==> src/did_cfg.svh <==
// Bit positions and fixed encodings for the dual instruction set decoder.
// Assumes inclusion by bare name from the decoder.
`ifndef DID_CFG_SVH
`define DID_CFG_SVH
// Full-width word field positions
`define DID_COND_HI   31
`define DID_COND_LO   28
`define DID_I_BIT     25
`define DID_P_BIT     24
`define DID_U_BIT     23
`define DID_BN_BIT    22
`define DID_W_BIT     21
`define DID_SL_BIT    20
`define DID_OPC_HI    24
`define DID_OPC_LO    21
`define DID_RN_HI     19
`define DID_RN_LO     16
`define DID_RD_HI     15
`define DID_RD_LO     12
`define DID_ROT_HI    11
`define DID_ROT_LO    8
`define DID_IMM_HI    7
`define DID_IMM_LO    0
`define DID_CPN_HI    11
`define DID_CPN_LO    8
// Fixed patterns
`define DID_BX_PAT    24'h12fff1
`define DID_MUL_PAT   4'h9
`define DID_AL_COND   4'he
`define DID_UNDEF_WORD 32'he7f000f0
`define DID_SWI_HALF  8'hdf
`define DID_RESET_WORD 32'h00000000
`endif

==> src/did_pkg.sv <==
// Types shared by the dual instruction set decoder.
// Assumes nothing beyond the configuration header.
`default_nettype none
package did_pkg;
    // Instruction class of a full-width word
    typedef enum logic [3:0] {
        DID_DP     = 4'h0,
        DID_MUL    = 4'h1,
        DID_MULL   = 4'h2,
        DID_SWAP   = 4'h3,
        DID_BX     = 4'h4,
        DID_HALF   = 4'h5,
        DID_SINGLE = 4'h6,
        DID_UNDEF  = 4'h7,
        DID_BLOCK  = 4'h8,
        DID_BRANCH = 4'h9,
        DID_CPXFER = 4'ha,
        DID_CPOP   = 4'hb,
        DID_CPREG  = 4'hc,
        DID_SWI    = 4'hd
    } did_class_t;
    // Condition field codes
    typedef enum logic [3:0] {
        DID_EQ = 4'h0, DID_NE = 4'h1, DID_CS = 4'h2, DID_CC = 4'h3,
        DID_MI = 4'h4, DID_PL = 4'h5, DID_VS = 4'h6, DID_VC = 4'h7,
        DID_HI = 4'h8, DID_LS = 4'h9, DID_GE = 4'ha, DID_LT = 4'hb,
        DID_GT = 4'hc, DID_LE = 4'hd, DID_AL = 4'he, DID_NV = 4'hf
    } did_cond_t;
endpackage
`default_nettype wire
==> src/did_decoder.sv <==
// Decode stage for a core running a full 32-bit and a compact 16-bit set.
// Assumes fetch logic on ref_clk presents one word per valid cycle.
//
// Summary of operation
// - Decode full or compact set per state
// - Each supported halfword expands to one equivalent word; others give the undefined word
// - Expansion adds no cycle over full words
// - Compact forms use the same register file
// - Full 32-bit datapath kept in compact state
// - Immediate is 8 bits rotated right evenly
// - Translation option forces user-level, post-index only
// - Set-flags bit enables flag update only
// - Condition on top; fixed data fields below
// - Block words give control bits, base, list
// - Interrupt word low bits are ignored
// - Unassigned forms do not trap; unpredictable
`include "did_cfg.svh"
`default_nettype none
module did_decoder (
    // Clock and reset
    input  wire logic                ref_clk,
    input  wire logic                srst,
    // Fetched word and state
    input  wire logic                instr_valid,
    input  wire logic [31:0]         instr_word,
    input  wire logic                half_sel,
    input  wire logic                compact_state,
    input  wire logic [3:0]          cond_flags,
    // Decoded word and class
    output logic                     dec_valid,
    output did_pkg::did_class_t      dec_class,
    output logic [31:0]              expanded_word,
    output logic                     compact_unsupported,
    output logic                     cond_pass,
    output logic [3:0]               cond_field,
    // Data operand fields
    output logic [3:0]               opcode_field,
    output logic [3:0]               first_source_reg_field,
    output logic [3:0]               dest_reg_field,
    output logic                     imm_operand,
    output logic [31:0]              rotated_immediate,
    // Transfer fields
    output logic                     user_translate,
    output logic [4:0]               block_transfer_control_bits,
    output logic [15:0]              reg_list,
    output logic [3:0]               coproc_reg_field,
    output logic [3:0]               coproc_number_field,
    output logic [7:0]               coproc_offset,
    // Side effect enables
    output logic                     reg_write_en,
    output logic                     flags_write_en,
    output logic                     mem_access_en,
    output logic                     undef_trap,
    output logic                     unpredictable
);
    import did_pkg::*;

    // ----------------------------------------
    // Condition evaluation
    // ----------------------------------------
    // Flags ordered N Z C V from bit 3 down
    function automatic logic cond_ok(input logic [3:0] c, input logic [3:0] f);
        logic n;
        logic z;
        logic cy;
        logic v;
        n  = f[3];
        z  = f[2];
        cy = f[1];
        v  = f[0];
        case (did_cond_t'(c))
            DID_EQ:  cond_ok = z;
            DID_NE:  cond_ok = ~z;
            DID_CS:  cond_ok = cy;
            DID_CC:  cond_ok = ~cy;
            DID_MI:  cond_ok = n;
            DID_PL:  cond_ok = ~n;
            DID_VS:  cond_ok = v;
            DID_VC:  cond_ok = ~v;
            DID_HI:  cond_ok = cy & ~z;
            DID_LS:  cond_ok = ~cy | z;
            DID_GE:  cond_ok = (n == v);
            DID_LT:  cond_ok = (n != v);
            DID_GT:  cond_ok = ~z & (n == v);
            DID_LE:  cond_ok = z | (n != v);
            DID_AL:  cond_ok = 1'b1;
            default: cond_ok = 1'b0; // Reserved code never executes
        endcase
    endfunction

    // ----------------------------------------
    // Compact expansion
    // ----------------------------------------
    wire [15:0] hw   = half_sel ? instr_word[31:16] : instr_word[15:0]; // Halfword pick
    wire [2:0]  h_rd = hw[2:0];                    // Low destination
    wire [2:0]  h_rs = hw[5:3];                    // Low source
    wire [2:0]  h_r8 = hw[10:8];                   // Immediate-form register
    wire [3:0]  h_op = hw[9:6];                    // Register ALU op
    // Shift by immediate
    wire        f_sh  = (hw[15:13] == 3'b000) && (hw[12:11] != 2'b11);
    // Three-operand add and subtract
    wire        f_as  = (hw[15:11] == 5'b00011);
    // Move, compare, add, subtract immediate
    wire        f_imm = (hw[15:13] == 3'b001);
    // Register ALU ops that map one to one
    wire        alu_direct = (h_op == 4'h0) || (h_op == 4'h1) || (h_op == 4'h5) ||
                             (h_op == 4'h6) || (h_op == 4'h8) || (h_op == 4'ha) ||
                             (h_op == 4'hb) || (h_op == 4'hc) || (h_op == 4'he) ||
                             (h_op == 4'hf);
    wire        f_alu = (hw[15:10] == 6'b010000) && alu_direct;
    wire        f_swi = (hw[15:8] == `DID_SWI_HALF);
    // Opcodes chosen by the immediate form
    wire [3:0]  imm_opc = (hw[12:11] == 2'b00) ? 4'hd :
                          (hw[12:11] == 2'b01) ? 4'ha :
                          (hw[12:11] == 2'b10) ? 4'h4 : 4'h2;
    wire [3:0]  imm_rn  = (hw[12:11] == 2'b00) ? 4'h0 : {1'b0, h_r8};
    wire [3:0]  imm_rd  = (hw[12:11] == 2'b01) ? 4'h0 : {1'b0, h_r8};
    wire [3:0]  alu_rd  = (h_op[3:2] == 2'b10) ? 4'h0 : {1'b0, h_rd};
    wire [3:0]  alu_rn  = (h_op == 4'hf) ? 4'h0 : {1'b0, h_rd};
    // Equivalent full words, all but the interrupt setting flags as the compact form does
    wire [31:0] x_sh  = {`DID_AL_COND, 8'h1b, 4'h0, 1'b0, h_rd, hw[10:6],
                         hw[12:11], 1'b0, 1'b0, h_rs};
    wire [31:0] x_as  = {`DID_AL_COND, 2'b00, hw[10], (hw[9] ? 4'h2 : 4'h4), 1'b1,
                         1'b0, h_rs, 1'b0, h_rd, 9'h000, hw[8:6]};
    wire [31:0] x_imm = {`DID_AL_COND, 3'b001, imm_opc, 1'b1, imm_rn, imm_rd,
                         4'h0, hw[7:0]};
    wire [31:0] x_alu = {`DID_AL_COND, 3'b000, h_op, 1'b1, alu_rn, alu_rd,
                         8'h00, 1'b0, h_rs};
    wire [31:0] x_swi = {`DID_AL_COND, 4'hf, 16'h0000, hw[7:0]};
    wire        x_hit = f_sh | f_as | f_imm | f_alu | f_swi;
    // Pure combinational, so a compact word costs no extra cycle
    wire [31:0] x_word = f_sh  ? x_sh  :
                         f_as  ? x_as  :
                         f_imm ? x_imm :
                         f_alu ? x_alu :
                         f_swi ? x_swi : `DID_UNDEF_WORD;
    // Word fed to the one shared decode path
    wire [31:0] w = compact_state ? x_word : instr_word;

    // ----------------------------------------
    // Class decode
    // ----------------------------------------
    wire c_bx   = (w[27:4] == `DID_BX_PAT);
    wire c_mul  = (w[27:22] == 6'h00) && (w[7:4] == `DID_MUL_PAT);
    wire c_mull = (w[27:23] == 5'b00001) && (w[7:4] == `DID_MUL_PAT);
    wire c_swp  = (w[27:23] == 5'b00010) && (w[21:20] == 2'b00) &&
                  (w[11:4] == {4'h0, `DID_MUL_PAT});
    wire c_half = (w[27:25] == 3'b000) && w[7] && w[4] && (w[6:5] != 2'b00);
    wire c_und  = (w[27:25] == 3'b011) && w[4];
    wire c_sgl  = (w[27:26] == 2'b01) && !c_und;
    wire c_blk  = (w[27:25] == 3'b100);
    wire c_br   = (w[27:25] == 3'b101);
    wire c_cpx  = (w[27:25] == 3'b110);
    wire c_cpo  = (w[27:24] == 4'he) && !w[4];
    wire c_cpr  = (w[27:24] == 4'he) && w[4];
    wire c_swi  = (w[27:24] == 4'hf);
    wire c_dp   = (w[27:26] == 2'b00) && !(c_bx | c_mul | c_mull | c_swp | c_half);
    // Store forms with the signed bit set: no trap, behaviour undefined
    wire c_unp  = c_half && w[6] && !w[`DID_SL_BIT];
    // Priority encode of the class
    wire did_class_t next_class =
        c_bx   ? DID_BX     : c_mul  ? DID_MUL    : c_mull ? DID_MULL   :
        c_swp  ? DID_SWAP   : c_half ? DID_HALF   : c_dp   ? DID_DP     :
        c_und  ? DID_UNDEF  : c_sgl  ? DID_SINGLE : c_blk  ? DID_BLOCK  :
        c_br   ? DID_BRANCH : c_cpx  ? DID_CPXFER : c_cpo  ? DID_CPOP   :
        c_cpr  ? DID_CPREG  : DID_SWI;

    // ----------------------------------------
    // Field and enable decode
    // ----------------------------------------
    wire        next_pass = cond_ok(w[`DID_COND_HI:`DID_COND_LO], cond_flags);
    // Immediate built by even rotation of eight bits
    wire [4:0]  rot_amt = {w[`DID_ROT_HI:`DID_ROT_LO], 1'b0};
    wire [31:0] imm_base = {24'h000000, w[`DID_IMM_HI:`DID_IMM_LO]};
    wire [63:0] imm_dbl  = {imm_base, imm_base} >> rot_amt;
    wire [31:0] next_rot = imm_dbl[31:0];
    // Forced user translation: post-indexed single transfer with W set
    wire next_user = c_sgl && !w[`DID_P_BIT] && w[`DID_W_BIT];
    // Test and compare ops write no register
    wire dp_wr  = c_dp && (w[`DID_OPC_HI:`DID_OPC_HI-1] != 2'b10);
    wire ls_wr  = (c_half | c_sgl | c_blk) &&
                  (w[`DID_SL_BIT] | w[`DID_W_BIT] | !w[`DID_P_BIT]);
    wire any_wr = dp_wr | c_mul | c_mull | c_swp | ls_wr |
                  (c_cpx & w[`DID_W_BIT]) | (c_br & w[`DID_P_BIT]) |
                  (c_cpr & w[`DID_SL_BIT]);
    wire any_mem = (c_swp | c_half | c_sgl | c_blk | c_cpx) && !c_unp;
    // Flag update only with the set-flags bit on a data or multiply op
    wire next_fwe = next_pass && w[`DID_SL_BIT] && (c_dp | c_mul | c_mull);
    // Interrupt words carry no operand fields
    wire [3:0] next_rn = c_swi ? 4'h0 : w[`DID_RN_HI:`DID_RN_LO];
    wire [3:0] next_rd = c_swi ? 4'h0 : w[`DID_RD_HI:`DID_RD_LO];

    // ----------------------------------------
    // Output registers
    // ----------------------------------------
    // Class, word and condition
    always_ff @(posedge ref_clk) begin
        if (srst) begin
            dec_valid           <= 1'b0;
            dec_class           <= DID_DP;
            expanded_word       <= `DID_RESET_WORD;
            compact_unsupported <= 1'b0;
            cond_pass           <= 1'b0;
            cond_field          <= 4'h0;
        end else begin
            dec_valid           <= instr_valid;
            dec_class           <= next_class;
            expanded_word       <= w;
            compact_unsupported <= instr_valid && compact_state && !x_hit;
            cond_pass           <= next_pass;
            cond_field          <= w[`DID_COND_HI:`DID_COND_LO];
        end
    end

    // Operand and transfer fields
    always_ff @(posedge ref_clk) begin
        if (srst) begin
            opcode_field                <= 4'h0;
            first_source_reg_field      <= 4'h0;
            dest_reg_field              <= 4'h0;
            imm_operand                 <= 1'b0;
            rotated_immediate           <= 32'h00000000;
            user_translate              <= 1'b0;
            block_transfer_control_bits <= 5'h00;
            reg_list                    <= 16'h0000;
            coproc_reg_field            <= 4'h0;
            coproc_number_field         <= 4'h0;
            coproc_offset               <= 8'h00;
        end else begin
            opcode_field                <= w[`DID_OPC_HI:`DID_OPC_LO];
            first_source_reg_field      <= next_rn;
            dest_reg_field              <= next_rd;
            imm_operand                 <= c_dp && w[`DID_I_BIT];
            rotated_immediate           <= next_rot;
            user_translate              <= next_user;
            block_transfer_control_bits <= w[`DID_P_BIT:`DID_SL_BIT];
            reg_list                    <= w[15:0];
            coproc_reg_field            <= w[`DID_RD_HI:`DID_RD_LO];
            coproc_number_field         <= w[`DID_CPN_HI:`DID_CPN_LO];
            coproc_offset               <= w[`DID_IMM_HI:`DID_IMM_LO];
        end
    end

    // Side effects, all but unpredictable gated by a passing condition
    always_ff @(posedge ref_clk) begin
        if (srst) begin
            reg_write_en   <= 1'b0;
            flags_write_en <= 1'b0;
            mem_access_en  <= 1'b0;
            undef_trap     <= 1'b0;
            unpredictable  <= 1'b0;
        end else begin
            reg_write_en   <= instr_valid && next_pass && any_wr;
            flags_write_en <= instr_valid && next_fwe;
            mem_access_en  <= instr_valid && next_pass && any_mem;
            undef_trap     <= instr_valid && next_pass && c_und;
            unpredictable  <= instr_valid && c_unp;
        end
    end
endmodule
`default_nettype wire

==> config.mk <==
export PLATFORM = sky130hd
export DESIGN_NAME = did_decoder
export DESIGN_NICKNAME = d
export VERILOG_FILES = /design/src/did_pkg.sv /design/src/did_decoder.sv
export VERILOG_INCLUDE_DIRS = /design/src
export SDC_FILE = /design/constraint.sdc
export NUM_CORES = 1
export LEC_CHECK = 0
export BUFFER_PORTS_ARGS = -buffer_cell sky130_fd_sc_hd__clkbuf_2
export CORE_AREA = 2 2 116 129
export CTS_CLUSTER_DIAMETER = 120
export DETAILED_ROUTE_END_ITERATION = 7
export DIE_AREA = 0 0 118 131
export SYNTH_ARGS = -nofsm -noshare
export SYNTH_HDL_FRONTEND = slang
export SYNTH_SLANG_ARGS = --single-unit
==> constraint.sdc <==
create_clock -name ref_clk -period 5.4 [get_ports ref_clk]
set_clock_uncertainty 0.2 [all_clocks]
set_input_delay 0.27 -clock ref_clk [delete_from_list [all_inputs] [get_ports ref_clk]]
set_output_delay 0.27 -clock ref_clk [all_outputs]
set_load 0.01 [all_outputs]
==> reports/qor.yml, run 1 <==
global_route:
  antenna_found_initial: 0
  grt_max_degree: 41
  grt_pass1_vias: 4548
  track_usage: 0.207
  grt_pass1_wl_um: 25200
  grt-ovfl-total: 0
pwr:
  finalPower_mw: 1.69
  p_per_area_nw_per_um2: 289
  ir_worst_vdd_uv: 172
  leakage_nw: 2.59
clock_network:
  cts_tree: "done"
  ctsRootBufferMaster: "clkbuf_16"
  clock_path_buffers: 2
  clk_pin_slew_worst_paths_ns: 0.06
  post-cts-setup-buffers: 0
  numCtsBuffers: 9
  cts_num_sinks: 86
  cts_hold_buf: 0
  htreeDepth: 3
  cts_resized: 0
cells_and_area:
  area_growth_pct: 19.8
  mostFrequentLayoutCells: "171 x clkbuf_2, 86 x dfxtp_1, 80 x nor2_1"
  layout.nets: 736
  n_fill_cell: 1477
  final_common_cell: "clkbuf_2"
  stdcell_area_um2: 5840
  fin_util: 0.411
  final_layout_size_suffix_gt1_frac: 0.329
  antennaDiodeCount: 0
placement:
  dp_hpwl_um: 13100
  place_congestion: 0.998
  placed_cell_area_um2: 5540
  numPortBuffers: 171
worst_hold_path:
  holdPathStages: 3
  min-delay-start: "instr_valid"
  holdCritPathClass: "primary input to register"
  min_to: "dec_valid"
sta:
  fin_crit_sh: 0.713
  final.min_clock_period_ns: 3.85
  max_slew.worst_pin.slew_ns: 0.998
  drv_slew: 0
  fmax_mhz: 260
  rsz0062_at_grt: "no"
  finalSetupTns_ns: 0
  finalHoldViolCount: 0
  setup_viol_count_final: 0
  relSlewSlack: 0.332
critical_path:
  cp_data_arrival_time_ns: 3.87
  setup.worst_path.class: "primary input to register"
  startpoint: "half_sel"
  crit_fanout: 40
  crit_required_ns: 5.42
  critPathCaptureType: "register"
  start_kind: "primary input"
yosys:
  postSynthAreaPerCell_um2: 8.38
  synth_cell_types: 79
  synth-seq-area-share: 0.353
  synth.largest_area_cell: "dfxtp_1"
  synth_edf_count: 0
  synthCells: 582
  syn_area_um2: 4880
  yosysWarnings: 0
  synth_fp_nets: 623
  synth_flop_cell: "dfxtp_1"
  ys_ff_latch: 86
  synthArstFlopShare: 0
  netlist_top_cells_area: "dfxtp_1 35%, buf_4 7.4%, nor2_1 6.2%"
  synth_top_area_frac: 0.353
floorplan:
  die_w_um: 118
  dieArea_um2: 15500
  rows: 46
  die_y_um: 131
  core_um2: 14200
  ioPinCount: 172
  initial_core_util: 0.343
routing:
  wirelength_um: 16600
  vias: 4909
  drt-vias-per-instance: 5.50
  firstDrtPassIters: 5
  routedWlPerCell_um: 18.6
  drt_iter0_drc: 431
  drc: 0
  ant_nets: 0
flow_run:
  max-cap-violations: 0
status:
  outcome: "completed"
## metrics by stage
step | setup WS (ns) | hold WS [ns] | instances
2_1_floorplan | 2.40 | 0.158 | 582
3_3_place_gp | 1.31 | 0.396 | 876
3_5_place_dp | 1.29 | 0.392 | 876
4_1_cts | 1.64 | 0.0442 | 892
5_1_grt | 1.33 | 0.0629 | 892
6_report | 1.55 | 0.0533 | 892
## worst max-delay path by stage
stage	endpoint	slack, ns	cells past startpoint
final	flags_write_en	1.55	11
after floorplan	reg_write_en	2.40	9
after global routing	dec_class[0]	1.33	10
after detailed placement	flags_write_en	1.29	11
after global placement	dec_class[2]	1.31	10
after CTS	flags_write_en	1.64	11
## logic make-up (layout without fill, tap and decap cells)
kind of cell,Yosys count,in the layout,synth area share
DFF,86,86,0.353
muxes,28,28,0.0613
AOI/OAI and AO/OA,151,151,0.226
and+or+nand+nor,232,232,0.253
xor gates and xnor gates,2,2,0.00359
buffers and inverters,83,201,0.103
## state kept, by name (all words and copies together) (netlist names)
name	cells
dest_reg_field	4
dec_class	4
first_source_reg_field	4
mem_access_en	1
flags_write_en	1
expanded_word	32
compact_unsupported	1
undef_trap	1
cond_pass	1
dec_valid	1
reg_write_en	1
imm_operand	1
user_translate	1
unpredictable	1
rotated_immediate	32
## area by class of cell
class | count | area (um2) | share of cell area
Inverter | 11 | 41.3 | 0.00706
Timing Repair Buffer | 174 | 878 | 0.150
Tap cell | 192 | 240 | 0.0411
Multi-Input combinational cell | 413 | 2650 | 0.454
Clock inverter | 6 | 70.1 | 0.0120
Sequential cell | 86 | 1720 | 0.295
Clock buffer | 10 | 239 | 0.0409
## critical path, stage by stage
cell,delay (ns)
clkbuf_2,0.67
buf_4,0.31
or4b_1,0.54
a211oi_2,0.38
nor2_1,0.07
o22a_1,0.38
o21bai_1,0.28
nor4b_2,0.45
o31ai_2,0.14
and3_1,0.19
a22o_1,0.17
## layer usage
layer,vias to the layer above,global-route usage,routed length [um]
met1,2309,0.271,7110
met5,-,0,0
li1,2318,-,-
met2,251,0.348,8010
met3,31,0.0343,1160
met4,0,0.0758,355
## power breakdown
group	switching, mW	internal [mW]
Sequential	0.0159	0.670
Clock	0.250	0.374
Combinational	0.242	0.135
Total	0.508	1.18
## cell usage after synthesis, types with 7 or more instances
cell type,instances
nor3_1,18
clkbuf_1,21
a21o_1,7
nor2_1,80
o211ai_1,7
buf_4,48
and2_1,14
dfxtp_1,86
nor2b_1,9
nand2_1,33
o22ai_1,20
mux2i_1,17
o21ai_0,18
nand3_1,10
a21oi_1,28
inv_1,11
nand2b_1,9
mux2_2,9
or2_2,7
Power figures use the tool's default switching activity.
==> run 2: changes to the inputs <==
--- a/config.mk
+++ b/config.mk
@@ -6,11 +6,12 @@
 export SDC_FILE = /design/constraint.sdc
 export NUM_CORES = 1
 export LEC_CHECK = 0
+export ABC_AREA = 1
 export BUFFER_PORTS_ARGS = -buffer_cell sky130_fd_sc_hd__clkbuf_2
-export CORE_AREA = 2 2 116 129
+export CORE_AREA = 2 2 117 130
 export CTS_CLUSTER_DIAMETER = 120
 export DETAILED_ROUTE_END_ITERATION = 7
-export DIE_AREA = 0 0 118 131
+export DIE_AREA = 0 0 119 132
 export SYNTH_ARGS = -nofsm -noshare
 export SYNTH_HDL_FRONTEND = slang
 export SYNTH_SLANG_ARGS = --single-unit
==> constraint.sdc (replaced) <==
create_clock -name ref_clk -period 3.1 [get_ports ref_clk]
set_clock_uncertainty 0.2 [all_clocks]
set_input_delay 0.155 -clock ref_clk [delete_from_list [all_inputs] [get_ports ref_clk]]
set_output_delay 0.155 -clock ref_clk [all_outputs]
set_load 0.01 [all_outputs]
==> reports/qor.yml, run 2 <==
critical_path:
  path_buf_inv: 4  # +2
  crit_chain: "dlygate4sd3_1 > clkbuf_2 > inv_1 > nand2_2 > nand2_4 > nand3_4 > nor2_4 > nand2_2 > o22ai_2 > nand3_1 > nor2_1 > nand2_1 > nor2_1 > nand3_1 > nor2_1 > nor2_2 > nand2_4 > nand2_1 > nand2_1 > inv_1"
  slowest_stage: "dlygate4sd3_1"
  cp_data_arrival_time_ns: 2.77  # -1.10 ns
  start_kind: "primary input"
  critPathCaptureType: "register"
  crit_required_ns: 3.14  # -2.28 ns
  path_delay_family: "simple AND/OR/NAND/NOR gates"
  setup.worst_path.class: "primary input to register"
  crit_fanout: 6  # -85%
  max_stage_delay_ns: 0.53  # -0.14 ns
floorplan:
  die_w_um: 119  # +0.85%
  ioPinCount: 172  # unchanged
  die_y_um: 132  # +0.76%
  rows: 46  # unchanged
  dieArea_um2: 15700  # +1.6%
  core_um2: 14300  # +0.81%
  initial_core_util: 0.343  # +0.000387
clock_network:
  ctsRootBufferMaster: "clkbuf_16"
  cts_num_sinks: 86  # unchanged
  numCtsBuffers: 9  # unchanged
  cts_tree: "done"
  htreeDepth: 3  # unchanged
  clock_path_buffers: 2  # unchanged
  post-cts-setup-buffers: 0  # unchanged
  cts_resized: 0  # unchanged
  clk_pin_slew_worst_paths_ns: 0.07  # about the same
yosys:
  synthArstFlopShare: 0  # unchanged
  ys_ff_latch: 86  # unchanged
  synth-seq-area-share: 0.350  # -0.00323
  yosysWarnings: 0  # unchanged
  syn_area_um2: 4920  # +0.92%
  synthCells: 708  # +22%
  yosysMostFrequentCell: "nand2_1"
  postSynthAreaPerCell_um2: 6.95  # -17%
  synth_edf_count: 0  # unchanged
  yosys-top-cells-count: "162 x nand2_1, 105 x nor2_1, 86 x dfxtp_1"
  synth_top_area_frac: 0.350  # -0.00323
  netlist_top_cells_area: "dfxtp_1 35%, nand2_1 12%, nor2_1 8.0%"
  synth.largest_area_cell: "dfxtp_1"
  synth_fp_nets: 749  # +20%
  synth_flop_cell: "dfxtp_1"
  synth_cell_types: 45  # -43%
cells_and_area:
  top_regs: "expanded_word (32), rotated_immediate (32)"
  fin_util: 0.429  # +0.0175
  antennaDiodeCount: 0  # unchanged
  area_growth_pct: 24.8
  final_layout_size_suffix_gt1_frac: 0.334  # +0.00554
  n_fill_cell: 1511  # +2.3%
  mostFrequentLayoutCells: "171 x clkbuf_2, 162 x nand2_1, 105 x nor2_1"
  multiInputGateArea_um2: 2460  # -7.2%
  layout.nets: 898  # +22%
  final_common_cell: "clkbuf_2"
  seqCellArea_um2: 1720  # unchanged
sta:
  finalHoldViolCount: 1  # +1
  fin_crit_sh: 0.880
  max_slew.worst_pin.slew_ns: 0.544  # -0.454 ns
  fin_ws_ns: 0.372  # -1.18 ns
  setup_viol_count_final: 0  # unchanged
  relSlewSlack: 0.637  # +0.305
  fmax_mhz: 367
  drv_slew: 0  # unchanged
  fin_hold_ws_ns: -0.00138  # -0.0547 ns
  finalSetupTns_ns: 0  # unchanged
  final.min_clock_period_ns: 2.73
  rsz0062_at_grt: "no"
worst_hold_path:
  holdCritPathClass: "primary input to register"
global_route:
  grt_max_degree: 29  # -29%
  antenna_found_initial: 0  # unchanged
  grt_pass1_vias: 4692  # +3.2%
  track_usage: 0.192  # -0.0156
  grt-ovfl-total: 0  # unchanged
  grt_pass1_wl_um: 24100  # -4.4%
routing:
  drc: 0  # unchanged
  ant_nets: 0  # unchanged
  drt-vias-per-instance: 4.69  # -15%
  drt_iter0_drc: 343  # -20%
  wirelength_um: 15100  # -9.3%
  routedWlPerCell_um: 14.3  # -23%
  firstDrtPassIters: 5  # unchanged
  vias: 4939  # +0.61%
pwr:
  leakage_nw: 3.16  # +22%
  p_per_area_nw_per_um2: 489  # +70%
  ir_worst_vdd_uv: 315  # +83%
placement:
  pre_cts_slack_ns: 0.254  # -1.04 ns
  numPortBuffers: 171  # unchanged
  dp_hpwl_um: 12300  # -6.2%
  place_congestion: 0.953  # -4.5%
flow_run:
  max-cap-violations: 0  # unchanged
status:
  outcome: "finished with violations"
  violations: "negative hold slack"
## run 2: cell count changes in the layout (fill, tap and decap cells not counted), sizes merged, moves of 18 or more
cell and change:
buf +20, inv +70, nand2 +159, nand3 +44, nor2 +40, o21ai +18
## run 2: report_power, final
group	total [mW]	internal, mW	switching, mW
sequential	1.19	1.17	0.0265
clock	1.11	0.641	0.465
combinational	0.705	0.242	0.462
total	3.01	2.05	0.954
## run 2: final timing paths
path	start	to	slack, ns	depth (start not counted)
hold / removal	instr_word[16]	expanded_word[16]	-0.001	5
setup / recovery	instr_word[30]	flags_write_en	0.37	20
## run 2: metrics by stage
step           power (mW)  hold slack [ns]  area, um2  instances
2_1_floorplan        1.70           0.0405       4920        708
3_3_place_gp         1.92            0.226       5750       1030
3_5_place_dp         1.91            0.236       5750       1030
4_1_cts              3.03          0.00137       6140       1054
5_1_grt              3.16           0.0596       6140       1054
6_report             3.01         -0.00138       6140       1054
## run 2: timing repair
action / 4_1_cts / 5_1_grt
hold buffers: 8 / 0
setup endpoints to repair: 0 / 0
hold endpoints to repair: 12 / 0
## run 2: final cells by class
class                           count  share of cell area
Timing Repair Buffer              202               0.180
Clock inverter                      7              0.0136
Inverter                           78              0.0487
Sequential cell                    86               0.280
Multi-Input combinational cell    480               0.401
Clock buffer                        9              0.0367
Tap cell                          192              0.0391
## run 2: routing by layer
metal  vias to the layer above  wire length [um]  global-route usage
met1                      2232              6840               0.253
met5                         -                 0                   0
met4                         0               286              0.0562
li1                       2494                 -                   -
met3                        18               758              0.0255
met2                       195              7190               0.325
## run 2: logic make-up after synthesis
kind of cell | count (synthesis) | synth area share
DFF | 86 | 0.350
muxes | 3 | 0.00610
xor gates and xnor gates | 1 | 0.00178
AOI/OAI and AO/OA | 88 | 0.108
and+or+nand+nor | 388 | 0.385
buffers and inverters | 142 | 0.150
## run 2: tightest hold or removal path: stages
cell	delay (ns)
clkbuf_2	0.09
nand2_1	0.06
nand2_1	0.07
inv_1	0.08
nor2_1	0.04
==> run 3: changes to the inputs <==
--- a/config.mk
+++ b/config.mk
@@ -8,10 +8,12 @@
 export LEC_CHECK = 0
 export ABC_AREA = 1
 export BUFFER_PORTS_ARGS = -buffer_cell sky130_fd_sc_hd__clkbuf_2
+export CAP_MARGIN = 20
 export CORE_AREA = 2 2 117 130
 export CTS_CLUSTER_DIAMETER = 120
 export DETAILED_ROUTE_END_ITERATION = 7
 export DIE_AREA = 0 0 119 132
+export PLACE_DENSITY = 0.64
 export SYNTH_ARGS = -nofsm -noshare
 export SYNTH_HDL_FRONTEND = slang
 export SYNTH_SLANG_ARGS = --single-unit
==> constraint.sdc (replaced) <==
create_clock -name ref_clk -period 2.4 [get_ports ref_clk]
set_clock_uncertainty 0.2 [all_clocks]
set_input_delay 0.12 -clock ref_clk [delete_from_list [all_inputs] [get_ports ref_clk]]
set_output_delay 0.12 -clock ref_clk [all_outputs]
set_load 0.01 [all_outputs]
==> reports/qor.yml, run 3 (synthesized netlist as in run 2, its figures left out) <==
sta:
  fin_crit_sh: 0.962
  setup_viol_count_final: 0  # unchanged
  fmax_mhz: 433
  finalSetupTns_ns: 0  # unchanged
  rsz0062_at_grt: "yes"
  relSlewSlack: 0.668  # +0.0306
  finalHoldViolCount: 0  # -1
  final.min_clock_period_ns: 2.31
  drv_slew: 0  # unchanged
  fin_hold_ws_ns: 0.00619  # +0.00757 ns
  max_slew.worst_pin.slew_ns: 0.493  # -0.0510 ns
pwr:
  p_sw_frac: 0.324  # +0.00623
  seq_power_share: 0.382  # -0.016
  cellInternalPower_mw: 2.74  # +33%
  combPwrFrac: 0.280  # +0.046
  leakage_nw: 3.70  # +17%
  ir_worst_vdd_uv: 334  # +6.1%
  p_switching_mw: 1.31  # +37%
  finalPower_mw: 4.05  # +35%
  clockPowerShare: 0.338  # -0.030
  p_per_area_nw_per_um2: 571  # +17%
routing:
  drt_iter0_drc: 342  # -0.29%
  wirelength_um: 15500  # +3.0%
  ant_nets: 0  # unchanged
  drc: 0  # unchanged
  firstDrtPassIters: 5  # unchanged
  vias: 5297  # +7.2%
  routedWlPerCell_um: 13.4  # -6.4%
  drt-vias-per-instance: 4.57  # -2.6%
floorplan:
  initial_core_util: 0.343  # unchanged
  dieArea_um2: 15700  # unchanged
  rows: 46  # unchanged
  core_um2: 14300  # unchanged
  ioPinCount: 172  # unchanged
  die_w_um: 119  # unchanged
  die_y_um: 132  # unchanged
cells_and_area:
  mostFrequentLayoutCells: "170 x clkbuf_2, 159 x nand2_1, 125 x buf_4"
  final_common_cell: "clkbuf_2"
  stdcell_area_um2: 7080  # +15%
  antennaDiodeCount: 0  # unchanged
  final_layout_size_suffix_gt1_frac: 0.424  # +0.0894
  top_regs: "expanded_word (32), rotated_immediate (32)"
  layout.nets: 1004  # +12%
  area_growth_pct: 43.9
flow_run:
  max-cap-violations: 0  # unchanged
worst_hold_path:
  min-delay-start: "instr_word[29]"
  holdPathStages: 4  # -1
  holdCritPathClass: "primary input to register"
clock_network:
  ctsRootBufferMaster: "clkbuf_16"
  clk_pin_slew_worst_paths_ns: 0.07  # about the same
  cts_tree: "done"
  cts_num_sinks: 86  # unchanged
  clock_path_buffers: 2  # unchanged
  htreeDepth: 3  # unchanged
  numCtsBuffers: 9  # unchanged
critical_path:
  crit_required_ns: 2.42  # -0.72 ns
  start_kind: "primary input"
  critPathCaptureType: "register"
  startpoint: "compact_state"
  crit_fanout: 16  # +10
  setup.worst_path.class: "primary input to register"
  cp_data_arrival_time_ns: 2.33  # -0.44 ns
placement:
  numPortBuffers: 171  # unchanged
  dp_hpwl_um: 12900  # +4.9%
  placed_cell_area_um2: 6570  # +14%
  place_congestion: 0.995  # +4.4%
global_route:
  track_usage: 0.197  # +0.00529
  antenna_found_initial: 0  # unchanged
  grt_pass1_vias: 5042  # +7.5%
  grt_pass1_wl_um: 24900  # +3.4%
  grt-ovfl-total: 0  # unchanged
  grt_max_degree: 25  # -14%
status:
  outcome: "completed"
-- run 3: changes by cell type in the layout (fill, tap and decap cells not counted), moves of 3 or more --
cell / delta
o21ai_1: +3
buf_4: +102
nor2_1: -6
buf_12: +5
nand3_1: -3
nand2_1: -3
o21ai_0: -3
nand2_2: +3
nor2_4: +5
inv_6: -3
nand3_2: +3
-- run 3: per-stage QoR --
step	setup slack, ns	utilization	instances
final	0.0915	0.494	1160
after global routing	-0.0495	0.494	1160
after CTS	0.0445	0.483	1152
after detailed placement	-0.289	0.458	1130
after global placement	-0.231	0.458	1130
after floorplan	0.252	-	708
-- run 3: area by class of cell --
| class | count | area [um2] |
|---|---|---|
| Clock buffer | 9 | 225 |
| Clock inverter | 7 | 76.3 |
| Fill cell | 1461 | 7250 |
| Inverter | 78 | 302 |
| Multi-Input combinational cell | 480 | 2540 |
| Sequential cell | 86 | 1720 |
| Tap cell | 192 | 240 |
| Timing Repair Buffer | 308 | 1970 |
-- run 3: final timing paths --
kind	end
setup / recovery	rotated_immediate[28]
hold / removal	expanded_word[29]
-- run 3: per-layer routing --
layer | routed length (um) | global-route usage | vias to the layer above
met3 | 758 | 0.0260 | 23
met1 | 6890 | 0.256 | 2372
li1 | - | - | 2714
met5 | 0 | 0 | -
met2 | 7540 | 0.331 | 188
met4 | 349 | 0.0754 | 0
-- run 3: repair_timing --
item,in CTS,in global routing
hold buffers,6,0
endpoints found under the hold margin,12,0
endpoints found under the setup margin,0,27
buffers inserted,0,8
gates resized for setup,0,30
-- run 3: critical path: stages --
cell and delay [ns]:
dlygate4sd3_1 0.53, clkbuf_4 0.19, buf_8 0.18, nand3_1 0.08, nand2_1 0.21, buf_4 0.24
o21ai_0 0.41, nor3_1 0.09, a21oi_1 0.19, nor2_1 0.06
-- run 3: power by group through the flow --
stage               clock [mW]  sequential [mW]  combinational, mW
floorplan                    0             1.61              0.578
global placement             0             1.58               1.09
detailed placement           0             1.58               1.09
CTS                       1.40             1.55               1.10
global route              1.46             1.55               1.24
finish                    1.37             1.54               1.13
